**src/ptcr_defines.vh**
```
// constants for the transport register block: field positions, reset values, window sizes
// assumes inclusion by the single design file ptcr_regs.v
`ifndef PTCR_DEFINES_VH
`define PTCR_DEFINES_VH
`define PTCR_CAUSE_QUEUE_BIT      0
`define PTCR_CAUSE_CONFIG_BIT     1
`define PTCR_CAUSE_RESET          8'h00
`define PTCR_STATUS_RESET         8'h00
`define PTCR_SIZE_BYTE            3'h1
`define PTCR_SIZE_HALF            3'h2
`define PTCR_SIZE_WORD            3'h4
`define PTCR_NOTIFY_ALIGN_PLAIN   2
`define PTCR_NOTIFY_ALIGN_DATA    4
`define PTCR_DEVCFG_ALIGN         4
`define PTCR_BAR_LAST             3'h5
`endif

```
**src/ptcr_regs.v**
```verilog
// register logic of a paravirtual device's pci transport: interrupt cause byte,
// doorbell decode, device status reset and the indirect configuration-space window.
// assumes the pci function core presents decoded one-cycle strobes on mclk_in.
//
// Summary of operation
// driver never writes offered features, queue count, generation or notify slot index.
// queue size write: nonzero when packed ring, else power of two.
// driver programs all queue fields before setting the activation flag.
// after status zero, driver polls until it reads zero before reinitialising.
// driver never writes zero to activation flag; only reset deactivates.
// doorbell address is region offset plus slot index times stride.
// without notification data: region 2-byte aligned, stride zero or even power of two.
// without notification data: region length at least slot times stride plus 2.
// with notification data: stride zero or power of two multiple of four, 4-aligned.
// with notification data: region length at least slot times stride plus 4.
// cause byte: bit 0 queue, bit 1 configuration change, upper bits reserved.
// reading the cause byte returns it, clears it and drops the interrupt.
// configuration-change bit is set before its notification goes out.
// with msi-x off, queue bit is set before the queue notification.
// with msi-x off, interrupt status is the or of cause bits, gating intx.
// device-specific region offset is a multiple of four bytes.
// shared regions lie inside their bar and carry unique identifiers.
// driver writes bar index, then size 1, 2 or 4, then offset.
// window data write forwards the first size bytes into the selected bar.
// window data read fetches size bytes from the bar into low data bytes.
// driver keeps window offset a multiple of the access size.
// driver uses window data only inside regions of other capabilities.
// writing zero to device status resets the device; field reads zero after.
// cause bits are sticky; a cause arriving during the clearing read survives.
// forwarded bar read completes before the window data read finishes.
`timescale 1ns/100ps
`include "ptcr_defines.vh"

module ptcr_regs #(
	parameter [31:0] NOTIFY_REGION_OFFSET = 32'h0000_1000,
	parameter [31:0] NOTIFY_STRIDE        = 32'h0000_0004,
	parameter [31:0] NOTIFY_REGION_LENGTH = 32'h0000_1000,
	parameter [31:0] DEVCFG_OFFSET        = 32'h0000_2000,
	parameter        NOTIFY_DATA_FEATURE  = 0,
	parameter        SLOT_WIDTH           = 16,
	parameter        STATUS_RESET_CYCLES  = 4
) (
	input  wire                  mclk_in,
	input  wire                  sys_rst_in,
	input  wire                  msix_enable_in,
	input  wire                  intx_disable_in,
	input  wire                  queue_event_in,
	input  wire                  config_event_in,
	input  wire                  cause_read_in,
	input  wire                  status_write_in,
	input  wire [7:0]            status_wdata_in,
	input  wire                  bar_access_in,
	input  wire [31:0]           bar_addr_in,
	input  wire [SLOT_WIDTH-1:0] queue_slot_in,
	input  wire                  win_bar_write_in,
	input  wire [2:0]            win_bar_in,
	input  wire                  win_size_write_in,
	input  wire [2:0]            win_size_in,
	input  wire                  win_offset_write_in,
	input  wire [31:0]           win_offset_in,
	input  wire                  win_data_write_in,
	input  wire                  win_data_read_in,
	input  wire [31:0]           win_data_in,
	input  wire                  bar_ack_in,
	input  wire [31:0]           bar_rdata_in,
	output reg  [7:0]            interrupt_cause_byte_out,
	output reg                   interrupt_status_out,
	output reg                   intx_out,
	output reg                   queue_notify_out,
	output reg                   config_notify_out,
	output reg                   doorbell_hit_out,
	output reg  [7:0]            device_status_out,
	output reg                   device_reset_out,
	output reg  [31:0]           doorbell_stride_word_out,
	output reg  [31:0]           indirect_window_data_out,
	output reg                   cfg_read_done_out,
	output reg                   bar_req_out,
	output reg                   bar_we_out,
	output reg  [2:0]            bar_sel_out,
	output reg  [31:0]           bar_offset_out,
	output reg  [3:0]            bar_be_out,
	output reg  [31:0]           bar_wdata_out
);

	// alignment checks on the documented layout, evaluated at elaboration
	localparam NOTIFY_ALIGN = NOTIFY_DATA_FEATURE ? `PTCR_NOTIFY_ALIGN_DATA : `PTCR_NOTIFY_ALIGN_PLAIN;
	localparam OFFSET_OK    = (NOTIFY_REGION_OFFSET % NOTIFY_ALIGN) == 0;
	localparam DEVCFG_OK    = (DEVCFG_OFFSET % `PTCR_DEVCFG_ALIGN) == 0;
	// stride must be zero or a power of two that keeps the doorbell alignment
	localparam STRIDE_OK    = (NOTIFY_STRIDE == 0) ||
	                          (((NOTIFY_STRIDE & (NOTIFY_STRIDE - 1)) == 0) &&
	                           ((NOTIFY_STRIDE % NOTIFY_ALIGN) == 0));
	// this block declares no shared memory region, so none can leave its bar

	reg  [7:0]  interrupt_cause_byte;
	reg  [7:0]  next_cause;
	reg  [2:0]  win_bar;
	reg  [2:0]  win_size;
	reg  [31:0] win_offset;
	reg         bar_busy;
	reg         busy_is_read;
	reg  [3:0]  rst_count;
	reg         rst_active;
	wire [47:0] slot_product;
	wire [31:0] doorbell_addr;
	wire [3:0]  size_mask;
	wire        slot_fits;

	// doorbell address of the selected slot; stride zero folds all queues together
	assign slot_product  = queue_slot_in * NOTIFY_STRIDE;
	assign doorbell_addr = NOTIFY_REGION_OFFSET + slot_product[31:0];
	// a doorbell that would run past the region length is never decoded
	assign slot_fits     = (slot_product[31:0] + NOTIFY_ALIGN) <= NOTIFY_REGION_LENGTH;
	assign size_mask     = (win_size == `PTCR_SIZE_BYTE) ? 4'h1 :
	                       (win_size == `PTCR_SIZE_HALF) ? 4'h3 : 4'hF;

	// sticky cause bits; a new event wins over the clearing read
	always @* begin
		next_cause = interrupt_cause_byte;
		if (cause_read_in)
			next_cause = `PTCR_CAUSE_RESET;
		if (config_event_in)
			next_cause[`PTCR_CAUSE_CONFIG_BIT] = 1'b1;
		if (queue_event_in && !msix_enable_in)
			next_cause[`PTCR_CAUSE_QUEUE_BIT] = 1'b1;
		next_cause[7:2] = 6'h00;
	end

	// cause register, interrupt status and notification strobes
	always @(posedge mclk_in or posedge sys_rst_in) begin
		if (sys_rst_in) begin
			interrupt_cause_byte     <= `PTCR_CAUSE_RESET;
			interrupt_cause_byte_out <= `PTCR_CAUSE_RESET;
			interrupt_status_out     <= 1'b0;
			intx_out                 <= 1'b0;
			queue_notify_out         <= 1'b0;
			config_notify_out        <= 1'b0;
			doorbell_hit_out         <= 1'b0;
			doorbell_stride_word_out <= 32'h0000_0000;
		end else if (rst_active) begin
			interrupt_cause_byte     <= `PTCR_CAUSE_RESET;
			interrupt_cause_byte_out <= `PTCR_CAUSE_RESET;
			interrupt_status_out     <= 1'b0;
			intx_out                 <= 1'b0;
			queue_notify_out         <= 1'b0;
			config_notify_out        <= 1'b0;
			doorbell_hit_out         <= 1'b0;
			doorbell_stride_word_out <= NOTIFY_STRIDE;
		end else begin
			interrupt_cause_byte     <= next_cause;
			interrupt_cause_byte_out <= next_cause;                                     // read data is the pre-clear value held last cycle
			// with msi-x off, status bit follows the cause bits, registered on the same edge that sets them
			interrupt_status_out     <= !msix_enable_in && (|next_cause);
			intx_out                 <= !msix_enable_in && !intx_disable_in && (|next_cause);
			// notifications are registered on the same edge as the cause bit
			config_notify_out        <= config_event_in;
			queue_notify_out         <= queue_event_in;
			doorbell_hit_out         <= bar_access_in && (bar_addr_in == doorbell_addr) &&
			                            OFFSET_OK && DEVCFG_OK && STRIDE_OK && slot_fits;
			doorbell_stride_word_out <= NOTIFY_STRIDE;
		end
	end

	// device status: zero starts a reset that holds until done, then reads zero
	always @(posedge mclk_in or posedge sys_rst_in) begin
		if (sys_rst_in) begin
			device_status_out <= `PTCR_STATUS_RESET;
			device_reset_out  <= 1'b0;
			rst_active        <= 1'b0;
			rst_count         <= 4'h0;
		end else if (status_write_in && status_wdata_in == 8'h00) begin
			device_reset_out  <= 1'b1;
			rst_active        <= 1'b1;
			rst_count         <= STATUS_RESET_CYCLES[3:0];
			device_status_out <= 8'hFF;                                                 // nonzero while reset runs
		end else if (rst_active) begin
			if (rst_count == 4'h1) begin
				rst_active        <= 1'b0;
				device_reset_out  <= 1'b0;
				device_status_out <= `PTCR_STATUS_RESET;
			end
			rst_count <= rst_count - 4'h1;
		end else if (status_write_in) begin
			device_status_out <= status_wdata_in;
		end
	end

	// indirect window: captures bar, size and offset, forwards data accesses
	always @(posedge mclk_in or posedge sys_rst_in) begin
		if (sys_rst_in) begin
			win_bar                  <= 3'h0;
			win_size                 <= `PTCR_SIZE_WORD;
			win_offset               <= 32'h0000_0000;
			bar_busy                 <= 1'b0;
			busy_is_read             <= 1'b0;
			bar_req_out              <= 1'b0;
			bar_we_out               <= 1'b0;
			bar_sel_out              <= 3'h0;
			bar_offset_out           <= 32'h0000_0000;
			bar_be_out               <= 4'h0;
			bar_wdata_out            <= 32'h0000_0000;
			indirect_window_data_out <= 32'h0000_0000;
			cfg_read_done_out        <= 1'b0;
		end else begin
			cfg_read_done_out <= 1'b0;
			bar_req_out       <= 1'b0;
			if (win_bar_write_in)
				win_bar <= win_bar_in;
			if (win_size_write_in)
				win_size <= win_size_in;
			if (win_offset_write_in)
				win_offset <= win_offset_in;
			if (bar_busy) begin
				if (bar_ack_in) begin
					bar_busy <= 1'b0;
					if (busy_is_read) begin
						indirect_window_data_out <= bar_rdata_in &
						    {{8{bar_be_out[3]}}, {8{bar_be_out[2]}}, {8{bar_be_out[1]}}, {8{bar_be_out[0]}}};
						cfg_read_done_out        <= 1'b1;
					end
				end
			end else if (win_data_write_in) begin
				indirect_window_data_out <= win_data_in;
				bar_busy       <= 1'b1;
				busy_is_read   <= 1'b0;
				bar_req_out    <= 1'b1;
				bar_we_out     <= 1'b1;
				bar_sel_out    <= win_bar;
				bar_offset_out <= win_offset;
				bar_be_out     <= size_mask;
				bar_wdata_out  <= win_data_in;
			end else if (win_data_read_in) begin
				bar_busy       <= 1'b1;
				busy_is_read   <= 1'b1;
				bar_req_out    <= 1'b1;
				bar_we_out     <= 1'b0;
				bar_sel_out    <= win_bar;
				bar_offset_out <= win_offset;
				bar_be_out     <= size_mask;
			end
		end
	end

endmodule

```
**config.mk**
```make
export PLATFORM = sky130hd
export DESIGN_NAME = ptcr_regs
export DESIGN_NICKNAME = d
export VERILOG_FILES = /design/src/ptcr_regs.v
export VERILOG_INCLUDE_DIRS = /design/src
export SDC_FILE = /design/constraint.sdc
export NUM_CORES = 1
export LEC_CHECK = 0
export BUFFER_PORTS_ARGS = -buffer_cell sky130_fd_sc_hd__buf_4
export CAP_MARGIN = 0
export CORE_AREA = 2 2 130 132
export DETAILED_ROUTE_END_ITERATION = 10
export DIE_AREA = 0 0 132 134
export GPL_TIMING_DRIVEN = 1
export PLACE_DENSITY = 0.83
export SLEW_MARGIN = 20
export SYNTH_ARGS = -nofsm -noshare
export SYNTH_HDL_FRONTEND = slang
export SYNTH_SLANG_ARGS = --single-unit
```
**constraint.sdc**
```tcl
create_clock -name mclk_in -period 6.35 [get_ports mclk_in]
set_clock_uncertainty 0.15 [all_clocks]
set_input_delay 0.635 -clock mclk_in [delete_from_list [all_inputs] [get_ports mclk_in]]
set_output_delay 0.635 -clock mclk_in [all_outputs]
set_load 0.01 [all_outputs]
```
==> key figures, run 1 <==
Logic synthesis
  – Post-synth EDFFs: 0
  – Largest area contributor in the netlist: dfrtp_1
  – Sequential element share of the synthesized area: 58.6%
  – Top cells by area, synth: dfrtp_1, mux2_2, buf_4, a22oi_1, a21oi_1
  – Avg Inst Size Synth: 12.7 sq um
  – Top FF cell, synth: dfrtp_1
  – Unique cell type count in the Yosys netlist: 42
  – Area share of the largest cell type after synthesis: 58.2%
  – Syn. warnings: 0
  – #FFs+latches synth: 167
  – Syn Inst Count: 562
  – Cell area after synthesis: 7140 sq um
  – Fraction of registers with async set/reset: 100%

Timing
  – Setup TNS: 0 ns
  – Unrepaired setup endpoints after global routing: no
  – Final setup fails: 0
  – Relative slew slack: 29.3%
  – Hold WS: 0.212 ns
  – Max-slew violation count: 0
  – Final min period: 2.53 ns
  – Fin crit share: 39.9%
  – Max Freq: 395 MHz
  – Slew at the pin closest to its max-slew limit: 1.06 ns
  – Count of final hold-check violations: 0

Flow run
  – Max-cap violations: 0

Clock network
  – Skew-Pair Late Insertion Delay: 0.42 ns
  – Hold buffers post-CTS: 0
  – Clk root buf: clkbuf_16
  – CTS resizes: 0
  – H-tree levels: 4
  – TritonCTS clock tree: done
  – Clock Tree Buf Depth: 2
  – CTS sink cnt: 167
  – CTS Buf Count: 17
  – Clk slew on worst S/H paths: 0.07 ns
  – Postcts setup bufs: 0

Finish
  – Final core occ: 61.2%
  – Area grow syn2layout: 39.7%
  – Final nets: 1023
  – Share of cells above drive strength 1: 51.4%
  – Fillers: 1309
  – Number of diodes: 0

Floorplan
  – Die height: 134 microns
  – Core box area: 16300 sq um
  – Row Count: 47
  – Die Wd: 132 microns
  – Die Area: 17700 sq um
  – # IOs: 333
  – Initial Utilization: 43.8%

Run status
  – Status: finished clean

Detailed routing
  – Max Used Layer: met4
  – First-pass DRT Iterations: 5
  – Routed met3 length: 1600 microns
  – Vias: 5374
  – ANT nets after route: 0
  – Iteration-0 DRC Markers: 217
  – Via density: 4.98
  – Average wire per standard cell: 16.9 microns
  – DRT met1 WL: 6790 microns
  – DRC viols: 0
  – Met2 wire len: 9810 microns
  – WL final: 18300 microns

Worst setup path
  – Crit-path cells: nor2b_4 -> or2_4 -> nor2_1 -> a21oi_1
  – CP max stage cell: nor2b_4
  – Crit path max fanout: 64
  – Crit path DAT: 2.73 ns
  – CP Capture Type: flip-flop
  – Worst Setup Path Type: reg2reg
  – Setup crit start kind: flip-flop
  – CP Buf/Inv Count: 0
  – Worst path max stage delay: 0.84 ns
  – Crit path required time: 6.54 ns
  – FF-to-FF setup slack: 3.82 ns
  – Critical path's top delay family: simple AND/OR/NAND/NOR gates

Placement
  – PortBufs: 295
  – Routability congestion estimate: 0.795
  – Post-DP HPWL: 13700 microns

GRT
  – Largest net degree at the start of global routing: 89
  – First-pass GRT wire length: 28100 microns
  – GR Overflow Total: 0
  – Initial antenna violation count: 0
  – Vias in the first global route: 5322
  – Overall routing resource usage: 20.5%

Pwr
  – Logic pwr share: 33.3%
  – Design Power: 3.92 mW
  – Pint: 2.66 mW
  – Clock Power Share: 25.9%
  – Net Sw Power: 1.26 mW
  – Pwr dens: 393 nW/um^2
  – Maximum vdd drop: 0.000211 V
  – Flop pwr share: 40.8%
  – Leak: 4.67 nW
  – Switching share of power: 32.2%

Worst hold path
  – Hold Crit Class: in2async
-- stage by stage --
stage | instance area, sq um | cells | setup slack [ns]
5_1_grt | 9970 | 1080 | 3.63
2_1_floorplan | 7270 | 598 | 1.05
6_report | 9970 | 1080 | 3.82
3_5_place_dp | 9390 | 1048 | 3.23
3_3_place_gp | 9390 | 1048 | 3.34
4_1_cts | 9970 | 1080 | 3.52
-- cells in the mapped netlist (all sizes together), types with 5 or more instances --
master / n
dfrtp: 166
mux2: 105
buf: 57
a21oi: 41
nor2: 41
a22oi: 32
xnor2: 19
clkbuf: 11
o21ai: 10
inv: 8
nand2b: 8
nand2: 7
nor4: 7
mux2i: 5
-- final cells by class --
cell class	count	area, sq um	share of cell area (%)
multi-input cells	354	2660	26.7
clock buffers	18	429	4.30
inverters	9	38.8	0.389
flip-flops and latches	167	4180	41.9
clock inverters	14	149	1.49
well taps	220	275	2.76
repair buffers	298	2240	22.4
-- final timing paths --
kind                                 start                     endpoint  cells after the start
min reg2reg                     bar_we_out                   bar_we_out                      1
min                             sys_rst_in               win_offset[21]                      2
max reg2reg                       bar_busy  indirect_window_data_out[7]                      4
max in group asynchronous       sys_rst_in           bar_offset_out[22]                      3
max                               bar_busy  indirect_window_data_out[7]                      4
min in group mclk_in       intx_disable_in                     intx_out                      2
-- cells by family after synthesis --
logic type               synth area share, %
XOR/XNOR                                2.70
other                                  0.105
AND/OR/NAND/NOR                         6.01
buffers and inverters                   6.36
flip-flops                              58.6
AO/OA/AOI/OAI                           8.34
adder cells (fa/ha/maj)                0.666
multiplexers                            17.3
-- power by group through the flow --
stage                     combinational [mW]  clock (mW)  sequential [mW]
after floorplan                        0.525           0             1.71
after global placement                  1.29           0             1.60
after detailed placement                1.32           0             1.61
after CTS                               1.32        1.04             1.60
after global routing                    1.41        1.08             1.64
final                                   1.31        1.02             1.60
-- placed cells by master (no fill, tap or decap), types with 2 or more instances in the layout --
cell       synthesis  layout
or3_1              2       2
a21oi_1           41      41
mux2i_1            5       5
o21a_1             2       2
clkbuf_16          0      17
a21o_1             2       2
nand3_1            3       3
ha_1               3       3
nor3_1             3       3
nand2b_1           8       8
inv_6              0       8
a221o_1            3       3
o21ai_0            9       9
nor2b_1            3       2
conb_1             2      38
and2_1             3       3
a22oi_1           32      32
mux2_2           105     105
nor4_1             6       6
nand2_1            7       7
dfrtp_1          166     166
xor2_1             3       3
xnor2_1           19      19
nor2_1            41      41
inv_8              0       4
nand4_1            3       3
buf_4             38     298
inv_1              8       7
a211oi_1           2       2
-- per-layer routing --
layer / vias up / track usage, %
li1: 2458 / -
met1: 2636 / 24.0
met3: 11 / 6.76
met4: 0 / 5.25
met2: 269 / 36.4
met5: - / 0
-- state kept, by name (all words and copies together) (netlist names), 2 cells and up --
register and cells:
win_bar 3, bar_offset_out 32, win_size 3, bar_wdata_out 32, interrupt_cause_byte 2, win_offset 32
device_status_out 8, indirect_window_data_out 32, rst_count 4, bar_sel_out 3, bar_be_out 3
-- worst register-to-register path: stages (launching register included) --
cell	delay [ns]
dfrtp_1	0.46
nor2b_4	0.85
or2_4	0.71
nor2_1	0.13
a21oi_1	0.16
Note: power is estimated with default switching activity, not from simulation.
==> inputs of run 2 (changes only) <==
==> constraint.sdc (replaced) <==
create_clock -name mclk_in -period 2.6 [get_ports mclk_in]
set_clock_uncertainty 0.15 [all_clocks]
set_input_delay 0.26 -clock mclk_in [delete_from_list [all_inputs] [get_ports mclk_in]]
set_output_delay 0.26 -clock mclk_in [all_outputs]
set_load 0.01 [all_outputs]
==> key figures, run 2 (same netlist as run 1, synthesis figures left out) <==
Floorplan
  – Die Wd: 132 microns (unchanged)
  – # IOs: 333 (unchanged)
  – Core box area: 16300 sq um (unchanged)
  – Row Count: 47 (unchanged)
  – Initial Utilization: 43.8% (unchanged)
  – Die height: 134 microns (unchanged)
  – Die Area: 17700 sq um (unchanged)

Detailed routing
  – Via density: 5.09 (+2.4%)
  – ANT nets after route: 0 (unchanged)
  – First-pass DRT Iterations: 5 (unchanged)
  – Vias: 6174 (+15%)
  – DRC viols: 0 (unchanged)
  – Average wire per standard cell: 18.0 microns (+6.4%)
  – WL final: 21900 microns (+19%)
  – Iteration-0 DRC Markers: 301 (+39%)

Pwr
  – Pwr dens: 876 nW/um^2 (+120%)
  – Leak: 5.25 nW (+13%)
  – Design Power: 9.93 mW (+150%)
  – Maximum vdd drop: 0.000515 V (+140%)

Worst setup path
  – Setup crit start kind: input pin
  – Crit path max fanout: 10 (-84%)
  – CP Capture Type: flip-flop
  – Crit path required time: 2.77 ns (-3.77 ns)
  – Crit path DAT: 2.60 ns (-0.13 ns)
  – Worst Setup Path Type: in2reg

Clock network
  – TritonCTS clock tree: done
  – Skew-Pair Late Insertion Delay: 0.42 ns (about the same)
  – H-tree levels: 4 (unchanged)
  – Clk slew on worst S/H paths: 0.08 ns (about the same)
  – CTS Buf Count: 17 (unchanged)
  – Clock Tree Buf Depth: 2 (unchanged)
  – Clk root buf: clkbuf_16
  – CTS sink cnt: 167 (unchanged)

GRT
  – Overall routing resource usage: 24.6% (+4.1 points)
  – Vias in the first global route: 6571 (+23%)
  – Initial antenna violation count: 1 (+1)
  – First-pass GRT wire length: 33700 microns (+20%)
  – Largest net degree at the start of global routing: 63 (-29%)
  – GR Overflow Total: 0 (unchanged)

Finish
  – Register area: 4180 sq um (unchanged)
  – Multi-input gate area: 2660 sq um (about the same)
  – Most common library cell in the layout ignoring fill and taps: buf_4
  – Final nets: 1154 (+13%)
  – Share of cells above drive strength 1: 45.6% (-5.8 points)
  – Commonest non-fill, non-tap cells in the layout: buf_4, dfrtp_1, dlygate4sd3_1, mux2_2
  – Fillers: 1091 (-17%)
  – Area grow syn2layout: 58.7%

Placement
  – PortBufs: 295 (unchanged)
  – Post-DP HPWL: 14300 microns (+4.5%)
  – Routability congestion estimate: 0.816 (+2.7%)

Timing
  – Relative slew slack: 55.0% (+26 points)
  – Fin crit share: 93.6%
  – Slew at the pin closest to its max-slew limit: 0.675 ns (-0.383 ns)
  – Final min period: 2.43 ns
  – Count of final hold-check violations: 0 (unchanged)
  – Max Freq: 411 MHz
  – Setup TNS: 0 ns (unchanged)
  – Unrepaired setup endpoints after global routing: no
  – Final setup fails: 0 (unchanged)
  – Max-slew violation count: 0 (unchanged)

Run status
  – Status: finished clean

Worst hold path
  – Hold Crit Class: in2reg

Flow run
  – Max-cap violations: 0 (unchanged)
[run 2: worst paths after layout]
path	from	endpoint	slack, ns	cells past startpoint
max	status_wdata_in[5]	rst_count[3]	0.17	7
min	bar_rdata_in[29]	indirect_window_data_out[29]	0.01	3
max reg2reg	rst_active	intx_out	0.61	5
min reg2reg	bar_we_out	bar_we_out	0.33	1
max in group asynchronous	sys_rst_in	win_size[2]	1.25	4
min in group asynchronous	sys_rst_in	win_offset[22]	0.32	3
[run 2: critical path, stage by stage]
cell	delay, ns
dlygate4sd3_1	0.54
buf_4	0.14
or4b_4	0.56
nor4_4	0.29
buf_4	0.21
dlygate4sd3_1	0.56
nor2_1	0.05
[run 2: per-layer routing]
layer  share of wire [%]  track usage, %  routed length, microns
met2                  52            44.2                   11300
met3                 8.6            6.73                    1890
met1                  34            25.9                    7450
met5                   0               0                       0
met4                 5.4            14.2                    1180
[run 2: final cells by class]
cell class | count | share of cell area [%]
Multi-Input combinational cell | 354 | 23.5
Timing Repair Buffer | 429 | 31.6
Inverter | 9 | 0.331
Clock inverter | 15 | 1.57
Sequential cell | 167 | 36.9
Antenna cell | 1 | 0.0221
Clock buffer | 17 | 3.75
Tap cell | 220 | 2.43
[run 2: power breakdown]
group          total [mW]  switching, mW  internal, mW
Combinational        3.49           1.60          1.89
Sequential           3.93          0.528          3.40
Clock                2.52           1.21          1.31
[run 2: timing repair]
action	CTS	global route
setup endpoints to repair	0	1
hold buffers	122	0
resized for setup	0	0
buffers inserted	0	4
endpoints found under the hold margin	137	0
[run 2: through the flow]
step	cell area [sq um]	hold WS (ns)	setup slack, ns	utilization, %	cells
after detailed placement	9480	0.226	0.640	58.2	1053
after global routing	11300	0.0214	0.179	69.6	1212
final	11300	0.0141	0.166	69.6	1212
after floorplan	7280	0.176	0.0641	-	598
after CTS	11300	0.00102	0.0643	69.4	1207
after global placement	9480	0.211	0.696	58.2	1053
